`src/design/osf_pkg.sv`:
```
// Package for the OFDM symbol framer: constants and carrier types
// Summary of operation
// RULE1: Symbol is prefix followed by transform output
// RULE2: Prefix lengths are 1/32, 1/16, 1/8
// RULE3: Beacons always use the 1/8 prefix
// RULE4: Transform size is 128 points
// RULE5: Zero 26 tones: 13 low, DC, 12 high; the framer zeroes them in header and payload symbols only
// RULE6: 98 data plus 4 pilot tones used
// RULE7: Guard tones only at edges besides DC
// RULE8: Input vector mixes data, pilots, guards
// RULE9: Preamble, then header, then payload symbols
// RULE10: Header is two symbols, tail six bits
// RULE11: Normal preamble in normal mode, first stream packet
// RULE12: Burst preamble for later streaming packets
// RULE13: Normal preamble: short symbol plus long part
// RULE14: Long part repeats long training twice
// RULE15: Normal preamble symbols use 1/8 prefix
// RULE16: Short symbol: 16-sample vector, nine copies
// RULE17: Short sequence scaled by sqrt(102/12)
// RULE18: 6 MHz: 53.571 kHz spacing, 18.667 us
// RULE19: Symbol periods 19.25, 19.833, 21.0 us
// RULE20: Burst preamble: two 64-sample vectors, one symbol
// RULE21: Prefix copies the last output samples
package osf_pkg;
  localparam int N_FFT = 128;
  localparam int GUARD_LOW = 13;
  localparam int GUARD_HIGH = 12;
  localparam int DC_BIN = 64;
  localparam int N_DATA = 98;
  localparam int N_PILOT = 4;
  localparam int SHORT_VEC = 16;
  localparam int BURST_VEC = 64;
  localparam int HEADER_SYMS = 2;
  localparam int TAIL_BITS = 6;
  localparam int CP_LEN_32 = 4;
  localparam int CP_LEN_16 = 8;
  localparam int CP_LEN_8 = 16;
  localparam int T_FFT_PS = 18667000;
  localparam int SAMPLE_NS = 100;
  localparam logic [6:0] PILOT_BIN0 = 7'h1c;
  localparam logic [6:0] PILOT_BIN1 = 7'h34;
  localparam logic [6:0] PILOT_BIN2 = 7'h4c;
  localparam logic [6:0] PILOT_BIN3 = 7'h64;
  localparam logic [1:0] CP_MODE_32 = 2'h0;
  localparam logic [1:0] CP_MODE_16 = 2'h1;
  localparam logic [1:0] CP_MODE_8 = 2'h2;
  typedef struct packed {
    logic [15:0] re;
    logic [15:0] im;
  } osf_sample_t;
  typedef struct packed {
    logic [1:0] cp_mode;
    logic beacon;
    logic streaming;
    logic first_of_stream;
    logic [11:0] payload_syms;
  } osf_frame_t;
  typedef enum logic [2:0] {
    OSF_IDLE, OSF_FILL, OSF_XFORM, OSF_EMIT
  } osf_state_t;
  typedef enum logic [2:0] {
    SEG_SHORT, SEG_LONG1, SEG_LONG2, SEG_BURST, SEG_HEADER_SYMBOL_FIRST, SEG_HEADER_SYMBOL_SECOND, SEG_PAY
  } osf_seg_t;
endpackage

```
`src/design/osf_framer.sv`:
```
// OFDM symbol framer: tone mapping, transform handshake, prefix and sequencing
module osf_framer
  import osf_pkg::*;
#(
  parameter int SYM_W = 12
) (
  // Clock and reset
  input wire logic clk_in,
  input wire logic rst_n_in,
  // Frame request from the MAC
  input wire logic frame_valid_in,
  input wire osf_pkg::osf_frame_t frame_in,
  output logic frame_ready_out,
  // Mapped tones from the constellation mapper and pilots
  input wire osf_pkg::osf_sample_t data_tone_in,
  input wire osf_pkg::osf_sample_t pilot_tone_in,
  input wire osf_pkg::osf_sample_t train_tone_in,
  output logic data_take_out,
  output logic pilot_take_out,
  output logic train_take_out,
  output logic [2:0] seg_out,
  // Transform engine, 128 points
  output logic xform_start_out,
  output logic xform_we_out,
  output logic [6:0] xform_addr_out,
  output osf_pkg::osf_sample_t xform_wdata_out,
  input wire logic xform_done_in,
  input wire osf_pkg::osf_sample_t xform_rdata_in,
  // Baseband sample stream
  output logic sample_valid_out,
  output osf_pkg::osf_sample_t sample_out,
  output logic in_prefix_out,
  output logic frame_end_out
);
  import osf_pkg::*;

  // Widths beyond the frame's symbol field cannot be served
  if (SYM_W < 2 || SYM_W > 12) begin : g_bad_sym_w
    $error("SYM_W out of range");
  end

  // ************************************************************
  // Frame state
  // ************************************************************
  osf_state_t state;
  osf_seg_t seg;
  osf_frame_t frame;
  logic [6:0] bin;
  logic [7:0] ecnt;
  logic [4:0] cp_len;
  logic [11:0] pay_left;
  logic [6:0] rd_addr;
  logic is_guard;
  logic is_pilot;
  logic cp_long;

  // Guard tones at both edges plus DC only, nothing in between [RULE5] [RULE7]
  assign is_guard = (bin < 7'(GUARD_LOW)) || (bin == 7'(DC_BIN)) ||
                    (bin > 7'(N_FFT - 1 - GUARD_HIGH));
  // Four pilots spread across the occupied band [RULE6]
  assign is_pilot = (bin == PILOT_BIN0) || (bin == PILOT_BIN1) ||
                    (bin == PILOT_BIN2) || (bin == PILOT_BIN3);
  // Preamble and beacons force the 1/8 prefix [RULE3] [RULE15] [RULE20]
  assign cp_long = frame.beacon || (seg == SEG_SHORT) || (seg == SEG_LONG1) ||
                   (seg == SEG_LONG2) || (seg == SEG_BURST);

  // Prefix length in samples; 10 MHz sample rate stands in for the
  // channel rate, so times scale but ratios hold [RULE2] [RULE18] [RULE19]
  always_comb begin
    if (cp_long || frame.cp_mode == CP_MODE_8) begin
      cp_len = 5'(CP_LEN_8);
    end else if (frame.cp_mode == CP_MODE_16) begin
      cp_len = 5'(CP_LEN_16);
    end else begin
      cp_len = 5'(CP_LEN_32);
    end
  end

  // Emission read address: prefix is the tail of the output [RULE1] [RULE21]
  always_comb begin
    if (ecnt < {3'h0, cp_len}) begin
      rd_addr = 7'(N_FFT) - 7'(cp_len) + ecnt[6:0];
    end else begin
      rd_addr = 7'(ecnt - {3'h0, cp_len});
    end
  end

  // Main sequencer: fill 128 bins, transform, emit prefix and body [RULE4] [RULE8]
  always_ff @(posedge clk_in or negedge rst_n_in) begin
    if (!rst_n_in) begin
      state <= OSF_IDLE;
      seg <= SEG_SHORT;
      frame <= '0;
      bin <= 7'h00;
      ecnt <= 8'h00;
      pay_left <= 12'h000;
    end else begin
      case (state)
        OSF_IDLE: begin
          if (frame_valid_in) begin
            frame <= frame_in;
            pay_left <= frame_in.payload_syms;
            bin <= 7'h00;
            // Burst preamble only after the first packet of a stream [RULE11] [RULE12]
            seg <= (frame_in.streaming && !frame_in.first_of_stream) ? SEG_BURST
                                                                      : SEG_SHORT;
            state <= OSF_FILL;
          end
        end
        OSF_FILL: begin
          bin <= bin + 7'h01;
          if (bin == 7'(N_FFT - 1)) begin
            state <= OSF_XFORM;
          end
        end
        OSF_XFORM: begin
          ecnt <= 8'h00;
          if (xform_done_in) begin
            state <= OSF_EMIT;
          end
        end
        OSF_EMIT: begin
          ecnt <= ecnt + 8'h01;
          if (ecnt == 8'(N_FFT - 1) + {3'h0, cp_len}) begin
            bin <= 7'h00;
            state <= OSF_FILL;
            // Fixed symbol order through the frame [RULE9] [RULE10] [RULE13] [RULE14]
            case (seg)
              SEG_SHORT: seg <= SEG_LONG1;
              SEG_LONG1: seg <= SEG_LONG2;
              SEG_LONG2: seg <= SEG_HEADER_SYMBOL_FIRST;
              SEG_BURST: seg <= SEG_HEADER_SYMBOL_FIRST;
              SEG_HEADER_SYMBOL_FIRST: seg <= SEG_HEADER_SYMBOL_SECOND;
              SEG_HEADER_SYMBOL_SECOND: begin
                if (pay_left == 12'h000) begin
                  state <= OSF_IDLE;
                end else begin
                  seg <= SEG_PAY;
                end
              end
              default: begin
                pay_left <= pay_left - 12'h001;
                if (pay_left == 12'h001) begin
                  state <= OSF_IDLE;
                end
              end
            endcase
          end
        end
        default: state <= OSF_IDLE;
      endcase
    end
  end

  // ************************************************************
  // Registered outputs
  // ************************************************************
  logic training;
  assign training = (seg != SEG_HEADER_SYMBOL_FIRST) && (seg != SEG_HEADER_SYMBOL_SECOND) && (seg != SEG_PAY);

  // Tone loading: training vectors take every bin from the training source; else guards zero, pilots and data pulled in order [RULE5] [RULE8]
  always_ff @(posedge clk_in or negedge rst_n_in) begin
    if (!rst_n_in) begin
      xform_we_out <= 1'b0;
      xform_addr_out <= 7'h00;
      xform_wdata_out <= '0;
      data_take_out <= 1'b0;
      pilot_take_out <= 1'b0;
      train_take_out <= 1'b0;
    end else begin
      xform_we_out <= (state == OSF_FILL);
      xform_addr_out <= (state == OSF_FILL) ? bin : rd_addr;
      data_take_out <= 1'b0;
      pilot_take_out <= 1'b0;
      train_take_out <= 1'b0;
      if (state == OSF_FILL) begin
        if (training) begin
          // Training tones come prescaled, including sqrt(102/12) [RULE16] [RULE17]
          xform_wdata_out <= train_tone_in;
          train_take_out <= 1'b1;
        end else if (is_guard) begin
          xform_wdata_out <= '0;
        end else if (is_pilot) begin
          xform_wdata_out <= pilot_tone_in;
          pilot_take_out <= 1'b1;
        end else begin
          xform_wdata_out <= data_tone_in;
          data_take_out <= 1'b1;
        end
      end else begin
        xform_wdata_out <= '0;
      end
    end
  end

  // Transform start pulse, handshake and status
  always_ff @(posedge clk_in or negedge rst_n_in) begin
    if (!rst_n_in) begin
      xform_start_out <= 1'b0;
      frame_ready_out <= 1'b0;
      seg_out <= 3'h0;
    end else begin
      xform_start_out <= (state == OSF_FILL) && (bin == 7'(N_FFT - 1));
      frame_ready_out <= (state == OSF_IDLE) && !frame_valid_in;
      seg_out <= seg;
    end
  end

  // Sample stream; read data follows address by one cycle [RULE1] [RULE21]
  logic emit_d;
  logic pref_d;
  logic last_d;
  always_ff @(posedge clk_in or negedge rst_n_in) begin
    if (!rst_n_in) begin
      emit_d <= 1'b0;
      pref_d <= 1'b0;
      last_d <= 1'b0;
      sample_valid_out <= 1'b0;
      sample_out <= '0;
      in_prefix_out <= 1'b0;
      frame_end_out <= 1'b0;
    end else begin
      emit_d <= (state == OSF_EMIT);
      pref_d <= (state == OSF_EMIT) && (ecnt < {3'h0, cp_len});
      last_d <= (state == OSF_EMIT) && (ecnt == 8'(N_FFT - 1) + {3'h0, cp_len}) &&
                ((seg == SEG_PAY && pay_left == 12'h001) ||
                 (seg == SEG_HEADER_SYMBOL_SECOND && pay_left == 12'h000));
      sample_valid_out <= emit_d;
      sample_out <= emit_d ? xform_rdata_in : '0;
      in_prefix_out <= pref_d;
      frame_end_out <= last_d;
    end
  end

  // ************************************************************
  // Checks
  // ************************************************************
  // Helper counters for the checks: tones per symbol and run lengths
  logic [7:0] n_data_bins;
  logic [2:0] n_pilot_bins;
  logic [4:0] n_guard_bins;
  logic [7:0] run_len;
  logic [4:0] pre_len;

  // Tone plan tally; restarts at bin 0 so it holds through the transform wait
  always_ff @(posedge clk_in or negedge rst_n_in) begin
    if (!rst_n_in) begin
      n_data_bins <= 8'h00;
      n_pilot_bins <= 3'h0;
      n_guard_bins <= 5'h00;
    end else if (state == OSF_FILL) begin
      if (bin == 7'h00) begin
        n_data_bins <= {7'h00, !is_guard && !is_pilot};
        n_pilot_bins <= {2'h0, is_pilot};
        n_guard_bins <= {4'h0, is_guard};
      end else begin
        n_data_bins <= n_data_bins + {7'h00, !is_guard && !is_pilot};
        n_pilot_bins <= n_pilot_bins + {2'h0, is_pilot};
        n_guard_bins <= n_guard_bins + {4'h0, is_guard};
      end
    end
  end

  // Unbroken sample run length; the fill gap clears it between symbols
  always_ff @(posedge clk_in or negedge rst_n_in) begin
    if (!rst_n_in) begin
      run_len <= 8'h00;
    end else if (sample_valid_out) begin
      run_len <= run_len + 8'h01;
    end else begin
      run_len <= 8'h00;
    end
  end

  // Prefix run length, measured on the output flag itself
  always_ff @(posedge clk_in or negedge rst_n_in) begin
    if (!rst_n_in) begin
      pre_len <= 5'h00;
    end else if (in_prefix_out) begin
      pre_len <= pre_len + 5'h01;
    end else begin
      pre_len <= 5'h00;
    end
  end

  a_beacon_long_cp: assert property (@(posedge clk_in) disable iff (!rst_n_in) // [RULE3]
    (state == OSF_EMIT && frame.beacon) |-> cp_len == 5'd16)
    else $error("beacon prefix not 1/8");
  a_preamble_long_cp: assert property (@(posedge clk_in) disable iff (!rst_n_in) // [RULE15]
    (state == OSF_EMIT && seg != SEG_HEADER_SYMBOL_FIRST && seg != SEG_HEADER_SYMBOL_SECOND && seg != SEG_PAY)
    |-> cp_len == 5'd16)
    else $error("preamble prefix not 1/8");
  a_cp_legal: assert property (@(posedge clk_in) disable iff (!rst_n_in) // [RULE2]
    state == OSF_EMIT |-> cp_len inside {5'd4, 5'd8, 5'd16})
    else $error("illegal prefix length");
  a_guard_zero: assert property (@(posedge clk_in) disable iff (!rst_n_in) // [RULE5]
    (state == OSF_FILL && !training && is_guard) |=> xform_wdata_out == '0)
    else $error("guard tone not zero");
  a_guard_edges: assert property (@(posedge clk_in) disable iff (!rst_n_in) // [RULE7]
    (state == OSF_FILL && bin > 7'd12 && bin < 7'd116 && bin != 7'd64)
    |-> !is_guard)
    else $error("guard inside band");
  a_fill_len: assert property (@(posedge clk_in) disable iff (!rst_n_in) // [RULE4]
    $rose(state == OSF_FILL) |-> (state == OSF_FILL) [*8] ##0 bin == 7'd7)
    else $error("fill count wrong");
  a_hdr_order: assert property (@(posedge clk_in) disable iff (!rst_n_in) // [RULE9]
    (seg == SEG_HEADER_SYMBOL_FIRST && $changed(seg)) |-> $past(seg) inside {SEG_LONG2, SEG_BURST})
    else $error("header not after preamble");
  a_burst_pick: assert property (@(posedge clk_in) disable iff (!rst_n_in) // [RULE12]
    (state == OSF_IDLE && frame_valid_in && frame_in.streaming &&
     !frame_in.first_of_stream) |=> seg == SEG_BURST)
    else $error("burst preamble not chosen");
  a_normal_pick: assert property (@(posedge clk_in) disable iff (!rst_n_in) // [RULE11]
    (state == OSF_IDLE && frame_valid_in && !frame_in.streaming) |=> seg == SEG_SHORT)
    else $error("normal preamble not chosen");
  a_prefix_tail: assert property (@(posedge clk_in) disable iff (!rst_n_in) // [RULE21]
    (state == OSF_EMIT && ecnt == 8'h00) |-> rd_addr == 7'(N_FFT) - 7'(cp_len))
    else $error("prefix not copied from tail");
  // Classifier band plan sums: guards checked on every loaded vector, data and pilots on header and payload vectors only
  a_tone_plan: assert property (@(posedge clk_in) disable iff (!rst_n_in) // [RULE6]
    ($rose(state == OSF_XFORM) && !training)
    |-> n_data_bins == 8'(N_DATA) && n_pilot_bins == 3'(N_PILOT))
    else $error("data or pilot tone count wrong");
  a_guard_count: assert property (@(posedge clk_in) disable iff (!rst_n_in) // [RULE5]
    $rose(state == OSF_XFORM) |-> n_guard_bins == 5'(GUARD_LOW + 1 + GUARD_HIGH))
    else $error("guard tone count wrong");
  // Output side: a symbol is one unbroken run of prefix plus 128 samples
  a_sym_samples: assert property (@(posedge clk_in) disable iff (!rst_n_in) // [RULE1]
    $fell(sample_valid_out) |-> run_len inside {8'd132, 8'd136, 8'd144})
    else $error("symbol sample count wrong");
  a_prefix_run: assert property (@(posedge clk_in) disable iff (!rst_n_in) // [RULE2]
    $fell(in_prefix_out) |-> pre_len inside {5'd4, 5'd8, 5'd16})
    else $error("prefix run length wrong");
  a_preamble_run: assert property (@(posedge clk_in) disable iff (!rst_n_in) // [RULE15]
    ($fell(in_prefix_out) && seg_out < 3'h4) |-> pre_len == 5'd16)
    else $error("preamble prefix run not 1/8");
  a_take_onehot: assert property (@(posedge clk_in) disable iff (!rst_n_in) // [RULE8]
    $onehot0({data_take_out, pilot_take_out, train_take_out}))
    else $error("more than one tone source taken");
  a_long_pair: assert property (@(posedge clk_in) disable iff (!rst_n_in) // [RULE14]
    (seg == SEG_LONG2 && $changed(seg)) |-> $past(seg) == SEG_LONG1)
    else $error("second long training not after first");
  a_burst_one: assert property (@(posedge clk_in) disable iff (!rst_n_in) // [RULE20]
    (state == OSF_EMIT && seg == SEG_BURST && ecnt == 8'(N_FFT - 1) + {3'h0, cp_len})
    |=> seg == SEG_HEADER_SYMBOL_FIRST)
    else $error("burst preamble not one symbol");
  a_end_with_sample: assert property (@(posedge clk_in) disable iff (!rst_n_in) // [RULE9]
    frame_end_out |-> sample_valid_out)
    else $error("frame end without sample");
  a_start_pulse: assert property (@(posedge clk_in) disable iff (!rst_n_in) // [RULE4]
    xform_start_out |=> !xform_start_out)
    else $error("transform start longer than one cycle");
  c_burst_frame: cover property (@(posedge clk_in) seg == SEG_BURST && state == OSF_EMIT);
  c_payload: cover property (@(posedge clk_in) seg == SEG_PAY && state == OSF_EMIT);
  c_short_cp: cover property (@(posedge clk_in) state == OSF_EMIT && cp_len == 5'd4);
  c_frame_end: cover property (@(posedge clk_in) frame_end_out);
endmodule

```
`config.mk`:
```
export PLATFORM = sky130hd
export DESIGN_NAME = osf_framer
export DESIGN_NICKNAME = d
export VERILOG_FILES = /design/src/design/osf_pkg.sv /design/src/design/osf_framer.sv
export SDC_FILE = /design/constraint.sdc
export NUM_CORES = 1
export LEC_CHECK = 0
export BUFFER_PORTS_ARGS = -buffer_cell sky130_fd_sc_hd__buf_2
export CORE_ASPECT_RATIO = 0.9
export CORE_UTILIZATION = 35
export DETAILED_ROUTE_END_ITERATION = 16
export GPL_ROUTABILITY_DRIVEN = 0
export SYNTH_ARGS = -nofsm -noshare
export SYNTH_HDL_FRONTEND = slang
export SYNTH_SLANG_ARGS = --single-unit
```
`constraint.sdc`:
```
create_clock -name clk_in -period 4.15 [get_ports clk_in]
set_clock_uncertainty 0.15 [all_clocks]
set_input_delay 0.83 -clock clk_in [delete_from_list [all_inputs] [get_ports clk_in]]
set_output_delay 0.83 -clock clk_in [all_outputs]
set_load 0.1 [all_outputs]
```
[Yosys cells after proc, flatten, opt, wreduce, memory -nomap -nowiden]
Index checks and enable logic that the tools add are counted.
Storage, ports and cells
  register bits: 122
  bits of input ports: 149
  output and inout bits: 83
  logic and storage cells: 142
Operators by class
  add/sub/neg operators: 7
  magnitude comparators: 3
  eq/ne operators: 29
  multiplexer cells: 41
  reductions and logical operators: 37
Operators by type and width (number)
  $mux 32: 5
  $mux 12: 3
  $eq 7x7->1 const B: 4
  $mux 7: 4
  $pmux 12 s2: 1
  $mux 3: 7
  $pmux 7 s3: 1
  $pmux 8 s2: 1
  $pmux 3 s5: 1
  $eq 12x1->1 const B: 1
  $eq 3x2->1 const B: 4
  $logic_not 12->1: 1
  $mux 1: 12
  $ne 3x3->1 const B: 4
  $pmux 3 s4: 1
  $sub 12x1->12 const B: 1
  $logic_or 1x1->1: 11
  $logic_and 1x1->1: 10
  $eq 3x3->1 const B: 3
  $add 7x5->8 const A: 1
  $add 8x1->8 const B: 1
  $eq 8x8->1: 1
  $lt 8x5->1: 1
  $ne 2x2->1 const B: 4
  29 further kinds: 34

[Logic depth before layout (Yosys ltp)]
  word-level depth: 11
  gate-level depth with buffers: 11
  depth with buffers taken out: 11

[Worst setup path after synthesis]
Ideal clock, no wire load.
  kind: flip-flop to flip-flop
  from: reg seg[2]
  to: reg bin[5]
  setup time: 0.092 ns
  arrival time: 2.565 ns
  required time: 3.908 ns
  setup slack: 1.344 ns
  stages on the path, launching flop included: 12
  buffers on the path: 2
  clock period less this slack: 2.806 ns
  cell sequence: dfrtp_1 and2b_1 nand2_1 nor2_1 ha_1 nor4b_2 nand3b_1 a211o_1 buf_6 or3b_1 buf_6 o31ai_2
On the way
  cells in the longest elaborated chain, start to end: 11
  elaborated cells between the ends (all ways): 14
  classes of those cells: add/sub (1); eq/ne (5); mux (1); reduce/logical (7)
RTL lines
  start: declaration: RTL line osf_framer.sv:46  | osf_seg_t seg;
  start signal: assignment: RTL line osf_framer.sv:105  | seg <= (frame_in.streaming && !frame_in.first_of_stream) ? SEG_BURST
  $logic_not 3->1: RTL line osf_framer.sv:64  | assign cp_long = frame.beacon || (seg == SEG_SHORT) || (seg == SEG_LONG1) ||
  $logic_or 1x1->1 (3 in series): RTL line osf_framer.sv:64
  $logic_or 1x1->1 (*): RTL line osf_framer.sv:65  | (seg == SEG_LONG2) || (seg == SEG_BURST);
  $logic_or 1x1->1 (*): RTL line osf_framer.sv:70  | if (cp_long || frame.cp_mode == CP_MODE_8) begin
  $mux 5 (*): RTL line osf_framer.sv:70
  $add 7x5->8 (*): RTL line osf_framer.sv:124  | if (ecnt == 8'(N_FFT - 1) + {3'h0, cp_len}) begin
  $eq 8x8->1 (*): RTL line osf_framer.sv:124
  $ne 2x1->1 (no line) (*)
  $reduce_and 3->1 (no line) (*)
  end signal: assignment: RTL line osf_framer.sv:111  | bin <= bin + 7'h01;
  end: declaration: RTL line osf_framer.sv:48  | logic [6:0] bin;
Mark *: on every way between the ends. The rest lies on a longest branch, timed or not.
A chain may end at the register's enable or synchronous reset.

[Worst setup path in the final report]
  from: reg seg[2]
  to: reg bin[6]
The elaborated chain is that of the path after synthesis.

==> results.md <==
- DRT Pass-1 Iters: 6
- Critical path peak fanout: 9
- Final worst slack: 966 ps
- Slew headroom: 16.9%
- Post-CTS setup buffer count: 0
- Vert. Die Dim: 122 um
- Lkg Pwr: 3.88 nW
- H-Tree Depth: 4
- Post-synth top cells: dfrtp_1, inv_1, and2_1
- First-pass GRT wire length: 23.9 mm
- RSZ-0062 raised after global routing: false
- Residual DRC: 0
- Worst hold-check path type: reg2reg
- Synth cell types: 58
- WS Path Type: reg2reg
- Synth warn: 0
- Critical Path RT: 4310 ps
- Synth Instances: 506
- Die area: 0.0164 sq mm
- Yosys top cell area share: 54.4%
- Crit end category: flip-flop
- Sequential area share after synthesis: 54.4%
- Layout area overhead: 34.5%
- Via density: 5.12
- Clock Latency Late Sink: 410 ps
- Routed Antenna Nets: 0
- Maximum capacitance violations: 0
- Fill cell count: 1,453
- Worst EP arrival: 3340 ps
- CTS root buffer: clkbuf_16
- WL final: 15.7 mm
- Final Setup Violations: 0
- Placeable Area: 0.0155 sq mm
- Status: completed
- WL per Instance: 16.6 um
- Post-cts sizing count: 0
- Avg Inst Size Synth: 11.0 sq um
- Most area-consuming cells after synthesis: dfrtp_1, a222oi_1, and2_1
- Routed vias: 4,845
- Largest net degree at the start of global routing: 74
- Share of layout cells above drive strength 1: 39.0%
- Period utilization: 76.7%
- Final Net Count: 897
- Dominant synthesized flop cell: dfrtp_1
- Pins Over Slew Limit: 0
- Net Count, Synth: 672
- Startpoint types: flip-flop
- # hold bufs at CTS: 0
- Clk buf depth: 2
- Die W: 135 um
- PD cells: 413 mW/mm^2
- Initial drt markers: 318
- Buffers on Ports: 231
- Setup tns final: 0 ps
- Count leader, synth: dfrtp_1
- Fmax: 0.314 GHz
- CTS Sinks: 121
- Vias in the first global route: 4,637
- Initial core utilization: 35.9%
- Initial antenna violation count: 1
- # rows: 43
- Setup slack at placement: 970 ps
- Yosys reg bits: 121
- TritonCTS clock tree: done
- CTS buffer count: 17
- Top-level I/O count: 232
- Async S/R FF share, synth: 100%
- Total grt overflow: 0
- Number of enable flip-flop cells after synthesis: 0
- Global-route usage over all layers: 19.3%
- Clock period minus worst slack: 3180 ps
- Clk slew on worst S/H paths: 60 ps
- Final Hold Vio Count: 0
- Max IR drop VDD: 0.283 mV
- Worst slew pin tran: 1250 ps
- Dpl hpwl: 11.6 mm
- Yosys top cell by area: dfrtp_1
- Final Util: 48.3%
- Post-Synthesis Cell Area: 0.00557 sq mm
==> cells in the final DEF, fill, tap and decap left out, types with 6 or more instances in the layout <==
cell type / count
a211oi_1: 8
a21oi_1: 10
a222oi_1: 32
and2_1: 37
and3_1: 6
buf_2: 230
clkbuf_16: 17
dfrtp_1: 121
ha_1: 17
inv_1: 48
mux2_2: 7
nand2_1: 26
nand3_1: 16
nor2_1: 19
nor2b_1: 12
nor3_1: 14
o21ai_0: 16
o31ai_1: 16
==> worst max-delay path: stages (launching register included) <==
cell and delay, ps:
dfrtp_1 480, and2b_1 200, nand2_1 110, nor2_1 160
ha_1 320, nor4b_2 230, nand3b_1 180, a211o_1 450
or3b_1 540, o41ai_2 250
==> kinds of logic (layout without fill, tap and decap cells) <==
group,after synthesis,count (layout),synth area share (%)
other cells,0,1,0
mux,10,10,1.96
compound gates,117,117,17.3
simple gates,159,159,15.7
xor+xnor,4,4,0.630
buf+inv,78,316,6.16
fa+ha+maj,17,17,3.82
flops,121,121,54.4
==> per-stage QoR <==
stage / std cells / power (mW) / hold WS, ps / area [sq um]
final: 947 / 3.09 / 189 / 7480
after global routing: 947 / 3.20 / 209 / 7480
after CTS: 946 / 3.12 / 189 / 7480
after detailed placement: 914 / 1.62 / 185 / 6870
after global placement: 914 / 1.61 / 182 / 6870
after floorplan: 506 / 1.47 / 181 / 5570
==> area by class of cell <==
type / count / area (sq um) / share of cell area (%)
multi-input cells: 307 / 2200 / 29.4
repair buffers: 236 / 1210 / 16.1
inverters: 48 / 180 / 2.41
clock buffers: 19 / 453 / 6.05
clock inverters: 13 / 156 / 2.09
flip-flops and latches: 121 / 3030 / 40.5
well taps: 202 / 253 / 3.38
diodes: 1 / 2.50 / 0.0334
==> flip-flops by register name, indices dropped and copies added, names as in the netlist, 2 cells and up <==
signal           flops
state                2
seg_out              3
frame                3
bin                  7
xform_addr_out       7
pay_left            12
seg                  3
sample_out          32
ecnt                 8
xform_wdata_out     32
==> power by group <==
part | internal (mW) | switching, mW | leakage (nW)
Combinational | 0.0924 | 0.286 | 2.04
Sequential | 1.21 | 0.00655 | 1.55
Clock | 0.931 | 0.566 | 0.294
==> final timing paths <==
check | from | endpoint | slack (ps) | cells past startpoint
min | last_d | frame_end_out | 190 | 0
max in group asynchronous | rst_n_in | seg_out[1] | 2750 | 2
min in group asynchronous | rst_n_in | sample_out[2] | 280 | 1
max reg2reg | seg[2] | bin[6] | 970 | 9
min reg2reg | last_d | frame_end_out | 190 | 0
max | seg[2] | bin[6] | 970 | 9
==> per-layer routing <==
metal | wire (um) | track usage, % | vias to the layer above
met4 | 257 | 6.18 | 0
met5 | 0 | 0 | -
met3 | 1000 | 5.58 | 22
met1 | 6050 | 21.1 | 2342
li1 | - | - | 2282
met2 | 8420 | 35.7 | 199
No activity file was read; power rests on OpenSTA's default activity.
